`config.mk`:
```
export PLATFORM = sky130hd
export DESIGN_NAME = event_fabric
export DESIGN_NICKNAME = d
export VERILOG_FILES = /design/src/hdl/event_fabric_pkg.sv /design/src/hdl/event_fabric.sv
export VERILOG_INCLUDE_DIRS = /design/src /design/src/hdl
export SDC_FILE = /design/constraint.sdc
export NUM_CORES = 1
export LEC_CHECK = 0
export BUFFER_PORTS_ARGS = -buffer_cell sky130_fd_sc_hd__buf_2
export CAP_MARGIN = 20
export CORE_MARGIN = 1
export CORE_UTILIZATION = 48
export DETAILED_ROUTE_END_ITERATION = 8
export HOLD_SLACK_MARGIN = 0.05
export PLACE_DENSITY_LB_ADDON = 0.2
export SLEW_MARGIN = 20
export SYNTH_ARGS = -nofsm -noshare
export SYNTH_HDL_FRONTEND = slang
export SYNTH_SLANG_ARGS = --single-unit
```
`constraint.sdc`:
```
create_clock -name i_clk -period 2.9 [get_ports i_clk]
set_input_delay 0.29 -clock i_clk [delete_from_list [all_inputs] [get_ports i_clk]]
set_output_delay 0.29 -clock i_clk [all_outputs]
set_load 0.1 [all_outputs]
```
`src/hdl/event_fabric_map.svh`:
```
`ifndef EVENT_FABRIC_MAP_SVH
`define EVENT_FABRIC_MAP_SVH
`define TSEL_SOFTWARE 4'h0
`define TSEL_SUB_A 4'h1
`define TSEL_SUB_B 4'h2
`define TSEL_SERIAL_FIRST 4'h3
`define TSEL_SERIAL_LAST 4'he
`define TSEL_CONVERTER 4'hf
`define CHAN_NONE 4'h0
`define CHAN_P2P_LAST 4'h4
`define CHAN_P2P_FIVE 4'h6
`define CHAN_SPLIT_A 4'h7
`define CHAN_SPLIT_B 4'h8
`define IRQ_SYSTEM_CONTROL_UNIT 5'h00
`define IRQ_LOW_FREQ 5'h1e
`define IRQ_DMA 5'h1f
`endif

```
`src/hdl/event_fabric_pkg.sv`:
```
package event_fabric_pkg;
  typedef logic [3:0] chan_id_t;
  typedef logic [3:0] tsel_t;
endpackage

```
`src/hdl/event_fabric.sv`:
```
// Operation
// [RULE1] carry events from publishers to subscribers
// [RULE2] fixed routes plus programmable routes
// [RULE3] static peripheral events become interrupt lines
// [RULE4] peripheral events can trigger DMA
// [RULE5] generic events trigger other peripherals directly
// [RULE6] trigger select 0 software, 1/2 subscriber ports
// [RULE7] codes 3-14 serial publishers, 15 converter
// [RULE8] generic route point-to-point or two-way splitter
// [RULE9] each publisher selects its generic channel
// [RULE10] generic destinations: peripheral, DMA, processor
// [RULE11] channel id zero connects nothing
// [RULE12] ids 1-4 and 6 point-to-point
// [RULE13] ids 7 and 8 are splitters
// [RULE14] interrupts 0 system, 31 DMA, 30 low-freq
// [RULE15] one trigger select field per DMA channel
// [RULE16] unlisted codes route and trigger nothing
`include "event_fabric_map.svh"
module event_fabric
  import event_fabric_pkg::*;
#(
  parameter int NUM_PUB = 4,
  parameter int NUM_DMA_CH = 3
) (
  input wire logic i_clk,
  input wire logic i_sys_rst,
  input wire logic [NUM_PUB-1:0] i_pub_event,
  input wire logic [4*NUM_PUB-1:0] i_generic_route_channel_id,
  input wire logic [NUM_DMA_CH-1:0] i_sw_trigger,
  input wire logic [4*NUM_DMA_CH-1:0] i_dma_trigger_select,
  input wire logic [11:0] i_serial_pub,
  input wire logic i_converter_dma_trigger,
  input wire logic i_system_control_unit_irq,
  input wire logic i_dma_irq,
  input wire logic i_low_freq_subsystem_irq,
  input wire logic i_rtc_irq,
  input wire logic i_independent_watchdog_irq,
  input wire logic [31:0] i_other_irq,
  output logic [5:0] o_generic_channel,
  output logic [1:0] o_split_second,
  output logic o_generic_subscriber_port_a,
  output logic o_generic_subscriber_port_b,
  output logic o_cpu_generic_event,
  output logic [NUM_DMA_CH-1:0] o_dma_trigger,
  output logic [31:0] o_irq
);
  if (NUM_PUB < 1 || NUM_DMA_CH < 1) begin : g_bad_size
    $error("bad fabric size");
  end

  typedef struct packed {
    logic [5:0] chan;
    logic [1:0] split2;
    logic sub_a;
    logic sub_b;
    logic cpu_ev;
    logic [NUM_DMA_CH-1:0] trig;
    logic [31:0] irq;
  } state_s;

  state_s st_ff;
  state_s nxt_st;
  logic [5:0] chan_or;
  logic [NUM_PUB*6-1:0] pub_chan;

  // per-publisher channel decode
  genvar g;
  generate
    for (g = 0; g < NUM_PUB; g++) begin : g_pub
      chan_id_t id;
      logic [5:0] hit;
      assign id = i_generic_route_channel_id[4*g +: 4]; // see [RULE9]
      always_comb begin
        hit = 6'h00;
        if (i_pub_event[g]) begin // see [RULE1]
          unique case (id)
            `CHAN_NONE: hit = 6'h00; // see [RULE11]
            4'h1, 4'h2, 4'h3, `CHAN_P2P_LAST: hit[id[2:0] - 3'h1] = 1'b1; // see [RULE12]
            `CHAN_P2P_FIVE: hit[4] = 1'b1; // see [RULE12]
            `CHAN_SPLIT_A: hit[4] = 1'b1; // see [RULE13]
            `CHAN_SPLIT_B: hit[5] = 1'b1; // see [RULE13]
            default: hit = 6'h00; // see [RULE16]
          endcase
        end
      end
      assign pub_chan[6*g +: 6] = hit;
    end
  endgenerate

  always_comb begin
    chan_or = 6'h00;
    for (int i = 0; i < NUM_PUB; i++) begin
      chan_or = chan_or | pub_chan[6*i +: 6]; // see [RULE2]
    end
  end

  always_comb begin
    logic sel_split5;
    tsel_t ts;
    sel_split5 = 1'b0;
    ts = 4'h0;
    nxt_st = st_ff;
    for (int i = 0; i < NUM_PUB; i++) begin
      if (i_pub_event[i] && i_generic_route_channel_id[4*i +: 4] == `CHAN_SPLIT_A) begin
        sel_split5 = 1'b1;
      end
    end
    nxt_st.chan = chan_or; // see [RULE5]
    nxt_st.split2 = {chan_or[5], sel_split5}; // see [RULE8]
    nxt_st.sub_a = chan_or[0]; // see [RULE10]
    nxt_st.sub_b = chan_or[1]; // see [RULE10]
    nxt_st.cpu_ev = chan_or[2]; // see [RULE10]
    for (int c = 0; c < NUM_DMA_CH; c++) begin
      ts = i_dma_trigger_select[4*c +: 4]; // see [RULE15]
      if (ts == `TSEL_SOFTWARE) begin
        nxt_st.trig[c] = i_sw_trigger[c]; // see [RULE6]
      end else if (ts == `TSEL_SUB_A) begin
        nxt_st.trig[c] = chan_or[0]; // see [RULE6]
      end else if (ts == `TSEL_SUB_B) begin
        nxt_st.trig[c] = chan_or[1]; // see [RULE6]
      end else if (ts == `TSEL_CONVERTER) begin
        nxt_st.trig[c] = i_converter_dma_trigger; // see [RULE7]
      end else begin
        nxt_st.trig[c] = i_serial_pub[ts - `TSEL_SERIAL_FIRST]; // see [RULE4] see [RULE7]
      end
    end
    nxt_st.irq = i_other_irq; // see [RULE3]
    nxt_st.irq[`IRQ_SYSTEM_CONTROL_UNIT] = i_system_control_unit_irq; // see [RULE14]
    nxt_st.irq[`IRQ_DMA] = i_dma_irq; // see [RULE14]
    nxt_st.irq[`IRQ_LOW_FREQ] = i_low_freq_subsystem_irq | i_rtc_irq | i_independent_watchdog_irq; // see [RULE14]
    if (i_sys_rst) begin
      nxt_st = '0;
    end
  end

  always_ff @(posedge i_clk) begin
    st_ff <= nxt_st;
  end

  assign o_generic_channel = st_ff.chan;
  assign o_split_second = st_ff.split2;
  assign o_generic_subscriber_port_a = st_ff.sub_a;
  assign o_generic_subscriber_port_b = st_ff.sub_b;
  assign o_cpu_generic_event = st_ff.cpu_ev;
  assign o_dma_trigger = st_ff.trig;
  assign o_irq = st_ff.irq;
endmodule

```
==> impl_results.md, run 1 <==
* Initial antenna violation count at 0
* Status: finished clean
* Hold Startpoint: i_other_irq[6]
* Worst Setup Slack, final at 0.735 ns
* Met3 usage in global routing at 3.78%
* Pint at 0.00106 W
* # diodes at 0
* Worst VDD drop at 0.372 mV
* Core footprint at 0.00603 mm²
* GR Util met2 at 40.6%
* Dpl cell area at 0.00369 mm²
* DRT Pass-1 Iters at 4
* Number of max-cap violations at 0
* Gr usage total at 22.3%
* Delay-heaviest family, CP: compound AO/OA/AOI/OAI gates
* Slew @ Worst Pin at 0.737 ns
* Seq cells post-synth at 42
* Leak Pwr at 1.84 nW
* Initial Util at 50.7%
* Post-route clock period utilization at 74.7%
* WL/cell at 14.1 µm
* Post-CTS Hold Fix Bufs at 0
* Fill cells at 569
* Power Density at 452 mW/mm²
* Sequential area share after synthesis at 27.5%
* CTS buffer count at 5
* Final ANT Viol Nets at 0
* CP Cell Sequence: buf_2, inv_1, ha_1, mux2_2, a31o_2, a22o_2, a222oi_1, a311oi_1
* Rel. slew slack at 50.8%
* First-pass GRT wire length at 11600 µm
* EDFF count, synth at 0
* # resized after CTS at 0
* GR Util met1 at 27.3%
* Vias in the first global route at 2518
* Largest cells by area after synthesis: dfxtp_1, ha_1, nor2b_1
* Vias per inst at 5.46
* Mapped Cells at 327
* Fin. Hold Viols at 0
* Final setup viols at 0
* Drt drc at 0
* Worst hold path type: in2reg
* Setup_tns at 0 ns
* DP Worst Slack at 0.466 ns
* Final min period at 2.17 ns
* Setup Buffers After CTS at 0
* Fraction of registers with async set/reset at 0%
* Gpl congestion at 0.873
* TritonCTS Sinks at 42
* Slew Limit Fails at 0
* Path type of the worst setup path: in2reg
* Final HPWL from detailed placement at 5910 µm
* Busiest grt layer: met2
* Initial drt markers at 105
* Die footprint at 0.00668 mm²
* Top cell type's share of synthesized area at 27.5%
* Via Count at 2854
* Die H at 81.8 µm
* CP peak stage delay at 0.41 ns
* Main synth FF type: dfxtp_1
* Root buffer cell: clkbuf_8
* CTS tree: done
* Worst-path clk slew at 0.09 ns
* Remaining Overflow, GRT at 0
* Final Instance Area at 0.00380 mm²
* Area Overhead vs Synth at 24.5%
* CP Capture Type: flip-flop
* Crit path required time at 3.04 ns
* Site Rows at 28
* CP Launch Point: i_dma_trigger_select[8]
* Post-Syn Area at 0.00305 mm²
* CTS max path bufs at 2
* Combinational share of power at 37.2%
* CP bufs+invs at 2
* Sw Ratio at 38.4%
* Final WL at 7370 µm
* CP max FO at 10
* Layout cells sized above 1 at 37.1%
* Post-synthesis net count at 446
* Crit-path slowest cell: ha_1
* H-tree levels at 2
* Largest net degree at the start of global routing at 43
* Syn avg cell area at 9.34 µm²
* Synth Warn # at 0
* PortBufs at 129
* Synth cell types at 61
* Synth area leader: dfxtp_1
* Psw at 0.000660 W
* Fin nets at 566
* CP arrival at 2.31 ns
* Fmax at 462 MHz
* Smallest hold slack at 0.204 ns
* Clk network pwr share at 26.9%
* RSZ-0062 raised after global routing: false
* Die X at 81.8 µm
* I/O Pins at 133
* Seq pwr share at 35.8%
* CP Launch Type: primary input
[synthesized netlist by cell type (4+ instances only)]
| master | n |
|---|---|
| dfxtp_1 | 42 |
| nor2b_1 | 36 |
| ha_1 | 32 |
| inv_1 | 22 |
| nor2_1 | 17 |
| nand3_1 | 15 |
| mux2i_1 | 13 |
| nand2_1 | 13 |
| nor3_1 | 12 |
| mux4_2 | 8 |
| nand2b_1 | 7 |
| a21oi_1 | 6 |
| a311oi_1 | 6 |
| buf_4 | 6 |
| o21ai_0 | 6 |
| o22ai_1 | 6 |
| clkbuf_1 | 5 |
| mux2_2 | 5 |
| nor4_1 | 5 |
| o211ai_1 | 4 |
[cell type report]
class,instances,area (µm²),share of cell area [%]
multi-input cells,247,2030,53.3
flip-flops and latches,42,841,22.1
repair buffers,129,646,17.0
well taps,75,93.8,2.47
inverters,22,82.6,2.17
clock buffers,5,68.8,1.81
clock inverters,3,43.8,1.15
[flip-flops by register name, summed over array words and instances, names as in the netlist]
name               cells
o_irq                 32
o_dma_trigger          3
o_split_second         1
o_generic_channel      6
[cells by family (layout without fill, tap and decap cells)]
kind of cell | Yosys count | after routing | synth area share, %
mux | 26 | 26 | 12.0
flops | 42 | 42 | 27.5
compound gates | 62 | 62 | 17.0
simple gates | 124 | 124 | 23.4
fa+ha+maj | 32 | 32 | 13.1
xor+xnor | 3 | 3 | 0.861
buf+inv | 38 | 159 | 6.11
[worst paths after layout]
kind                                to  slack (ns)  cells after the start
worst min-delay path          o_irq[6]        0.20                      2
worst max-delay path  o_dma_trigger[2]        0.73                      8
[power by group through the flow]
stage / registers, W / clock network, W / logic, W
2_1_floorplan: 0.000868 / 0 / 0.000252
3_3_place_gp: 0.000629 / 0 / 0.000629
6_report: 0.000616 / 0.000463 / 0.000640
5_1_grt: 0.000621 / 0.000503 / 0.000682
4_1_cts: 0.000616 / 0.000479 / 0.000641
3_5_place_dp: 0.000630 / 0 / 0.000639
[placed cells by master (no fill, tap or decap), types with 2 or more instances in the layout]
cell,count
a211o_1,2
a211oi_1,2
a21oi_1,6
a221oi_1,2
a311oi_1,6
a31o_2,2
a31oi_1,2
a41oi_1,2
and3_1,2
buf_2,129
clkbuf_8,5
dfxtp_1,42
ha_1,32
inv_1,22
mux2_2,5
mux2i_1,13
mux4_2,8
nand2_1,13
nand2b_1,7
nand3_1,15
nand4_1,3
nand4b_1,2
nor2_1,17
nor2b_1,36
nor3_1,12
nor4_1,5
o2111ai_1,3
o211ai_1,4
o21ai_0,6
o22a_1,2
o22ai_1,6
o311ai_0,3
or4b_4,2
xnor2_1,3
[stage by stage]
stage	util (%)	total power [W]	cells
CTS	63.1	0.00174	523
detailed placement	61.2	0.00127	515
global route	63.1	0.00181	523
floorplan	-	0.00112	327
finish	63.1	0.00172	523
global placement	61.2	0.00126	515
[metal layers]
layer | vias up | wire (µm)
li1 | 1440 | -
met1 | 1296 | 3190
met2 | 116 | 3640
met3 | 2 | 506
met4 | 0 | 32
met5 | - | 0
Note: power is estimated with default switching activity, not from simulation.
==> run 2, diff against run 1 <==
--- a/config.mk
+++ b/config.mk
@@ -6,6 +6,7 @@
 export SDC_FILE = /design/constraint.sdc
 export NUM_CORES = 1
 export LEC_CHECK = 0
+export ABC_AREA = 1
 export BUFFER_PORTS_ARGS = -buffer_cell sky130_fd_sc_hd__buf_2
 export CAP_MARGIN = 20
 export CORE_MARGIN = 1
==> constraint.sdc (replaced) <==
create_clock -name i_clk -period 2.2 [get_ports i_clk]
set_input_delay 0.22 -clock i_clk [delete_from_list [all_inputs] [get_ports i_clk]]
set_output_delay 0.22 -clock i_clk [all_outputs]
set_load 0.1 [all_outputs]
==> run 2 against run 1 <==
  * Power is 29% higher
  * Flip-flop and latch count stayed put
  * Via count is 7.9% higher
  * Global-route usage is 0.93 points lower
  * Cell count is 25% higher
  * Hold slack worse by 0.074 ns
  * Die area is 3.0% lower
  * Final area is 1.2% lower
  * Clock power is 30% higher
  * Combinational power is 27% higher
  * Critical path type unchanged
  * Critical endpoint is now o_dma_trigger[0]
  * Largest cell class unchanged
  * Largest power group is now sequential cells
  * Highest routed layer unchanged
==> impl_results.md, run 2 <==
* First-pass GRT wire length at 11000 µm
* Initial antenna violation count at 0
* Synth Warn # at 0
* Worst Setup Slack, final at 0.741 ns
* Post-synthesis net count at 573
* CP Cell Sequence: buf_2, inv_1, ha_1, nor2_1, nand2_1, nand3_1, nor2_1, nor2_1, nand3_1, nand3_1, a21oi_1
* Main synth FF type: dfxtp_1
* Seq cells post-synth at 42
* Root buffer cell: clkbuf_8
* Top cell type's share of synthesized area at 28.4%
* Largest net degree at the start of global routing at 38
* Crit-path slowest cell: nor2_1
* Worst hold path type: in2reg
* Path type of the worst setup path: in2reg
* Most frequent cell after synthesis: nand2_1
* WL/cell at 10.7 µm
* CTS tree: done
* Multi-input logic area at 0.00172 mm²
* Synth Area in Compound Gates at 5.25%
* Site Rows at 28
* Area share of fa/ha/maj cells after synthesis at 13.5%
* Fraction of registers with async set/reset at 0%
* Final setup viols at 0
* CP Capture Type: flip-flop
* Sequential area share after synthesis at 28.4%
* Initial Util at 50.0%
* Final WL at 7000 µm
* EDFF count, synth at 0
* Final std cells w/o fill at 656
* Initial drt markers at 94
* Placed insts at 648
* CP arrival at 1.63 ns
* Reg area at 841 µm²
* DP Worst Slack at 0.453 ns
* Status: finished clean
* Final min period at 1.46 ns
* Synth area leader: dfxtp_1
* CP max FO at 4
* Post-Syn Area at 0.00296 mm²
* Worst VDD drop at 0.502 mV
* Gr usage total at 21.3%
* Mapped Cells at 454
* CP Launch Point: i_generic_route_channel_id[12]
* # resized after CTS at 0
* Vias in the first global route at 2633
* Synth cell types at 29
* Syn avg cell area at 6.52 µm²
* H-tree levels at 2
* Area Overhead vs Synth at 26.9%
* Top cells by count, synth: nand2_1, inv_1, nor2_1, nand3_1, dfxtp_1
* Rel. slew slack at 66.9%
* Die H at 80.5 µm
* I/O Pins at 133
* Setup_tns at 0 ns
* CP Launch Type: primary input
* Worst-path clk slew at 0.09 ns
* DRT Pass-1 Iters at 4
* Leak Pwr at 2.27 nW
* Crit path required time at 2.38 ns
* Fin nets at 699
* Hold Startpoint: i_other_irq[4]
* Vias per inst at 4.69
* CTS max path bufs at 2
* Fill cells at 561
* Simple-gate area share of the yosys netlist at 36.4%
* Largest cells by area after synthesis: dfxtp_1, ha_1, nand2_1
* PortBufs at 129
* Most common cell after layout, fill and taps aside: buf_2
* Final HPWL from detailed placement at 5740 µm
* Power Density at 592 mW/mm²
* Drt drc at 0
* Die footprint at 0.00648 mm²
* Core footprint at 0.00592 mm²
* TritonCTS Sinks at 42
* Max FFs per register at 32
* Main combinational cell family by area after synthesis: simple AND/OR/NAND/NOR gates
* Fin. Hold Viols at 0
* Post-CTS Hold Fix Bufs at 0
* Number of max-cap violations at 0
* CP peak stage delay at 0.27 ns
* Multiplexer share of the synthesized area at 0%
* Setup Buffers After CTS at 0
* Final ANT Viol Nets at 0
* Slew @ Worst Pin at 0.501 ns
* # diodes at 0
* Post-route clock period utilization at 66.3%
* Gpl congestion at 0.824
* Commonest cells after routing, fill and taps aside: buf_2, nand2_1, inv_1, nor2_1, nand3_1
* Layout cells sized above 1 at 26.5%
* RSZ-0062 raised after global routing: false
* Via Count at 3079
* Synth Area in XOR/XNOR at 2.92%
* Die X at 80.5 µm
* Final Instance Area at 0.00375 mm²
* Fmax at 686 MHz
* Remaining Overflow, GRT at 0
* Critical Path Sink: o_dma_trigger[0]
* CTS buffer count at 5
* Dpl cell area at 0.00364 mm²
* Slew Limit Fails at 0
run 2: changes by cell type in the layout (fill, tap and decap cells not counted), sizes merged, moves of 7 or more:
cell    previous run  this run
nor2              18        76
nor2b             36         0
inv               23        90
nand2b             7         0
nand2             13        98
mux4               8         0
nand3             15        53
mux2i             13         0
nor3              12         4
nand3b             0         7
run 2: stage by stage:
| step | hold slack [ns] | util (%) | power, W |
|---|---|---|---|
| after detailed placement | 0.426 | 61.6 | 0.00164 |
| after CTS | 0.119 | 63.4 | 0.00225 |
| after global routing | 0.125 | 63.4 | 0.00235 |
| final | 0.130 | 63.4 | 0.00222 |
| after floorplan | 0.327 | - | 0.00145 |
| after global placement | 0.419 | 61.6 | 0.00163 |
run 2: routing by layer:
| layer | wire (µm) | GRT usage (%) |
|---|---|---|
| met5 | 0 | 0 |
| met4 | 76 | 5.00 |
| met3 | 543 | 3.98 |
| met2 | 3240 | 39.2 |
| met1 | 3140 | 25.2 |
run 2: where the power goes:
| part | leakage [nW] | total [W] | switching, W | internal (W) |
|---|---|---|---|---|
| combinational | 1.87 | 0.000810 | 0.000607 | 0.000203 |
| clock | 0.0514 | 0.000601 | 0.000262 | 0.000339 |
| sequential | 0.349 | 0.000813 | 0.00000998 | 0.000803 |
| total | 2.27 | 0.00222 | 0.000879 | 0.00135 |
run 2: cell type report:
type / count / area share, %
Tap cell: 75 / 2.50
Inverter: 90 / 9.00
Multi-Input combinational cell: 311 / 45.8
Clock inverter: 2 / 1.00
Sequential cell: 42 / 22.4
Clock buffer: 6 / 1.93
Timing Repair Buffer: 130 / 17.4
run 2: cell families after synthesis:
group,count (synthesis)
DFF,42
xor gates and xnor gates,9
AOI/OAI and AO/OA,23
and+or+nand+nor,247
buffers and inverters,101
adders and majority gates,32
run 2: worst min-delay path by stage:
stage / end / slack [ns] / cells after the start
floorplan: o_irq[0] / 0.33 / 2
global placement: o_irq[8] / 0.42 / 3
detailed placement: o_irq[20] / 0.43 / 3
CTS: o_irq[4] / 0.12 / 3
global route: o_irq[12] / 0.13 / 3
finish: o_irq[4] / 0.13 / 3
run 2: critical path: cells and delay by family:
family | cells | cell delay, ns
buffers and inverters | 2 | 0.21
adder cells (fa/ha/maj) | 1 | 0.20
AO/OA/AOI/OAI | 1 | 0.06
AND/OR/NAND/NOR | 7 | 0.94
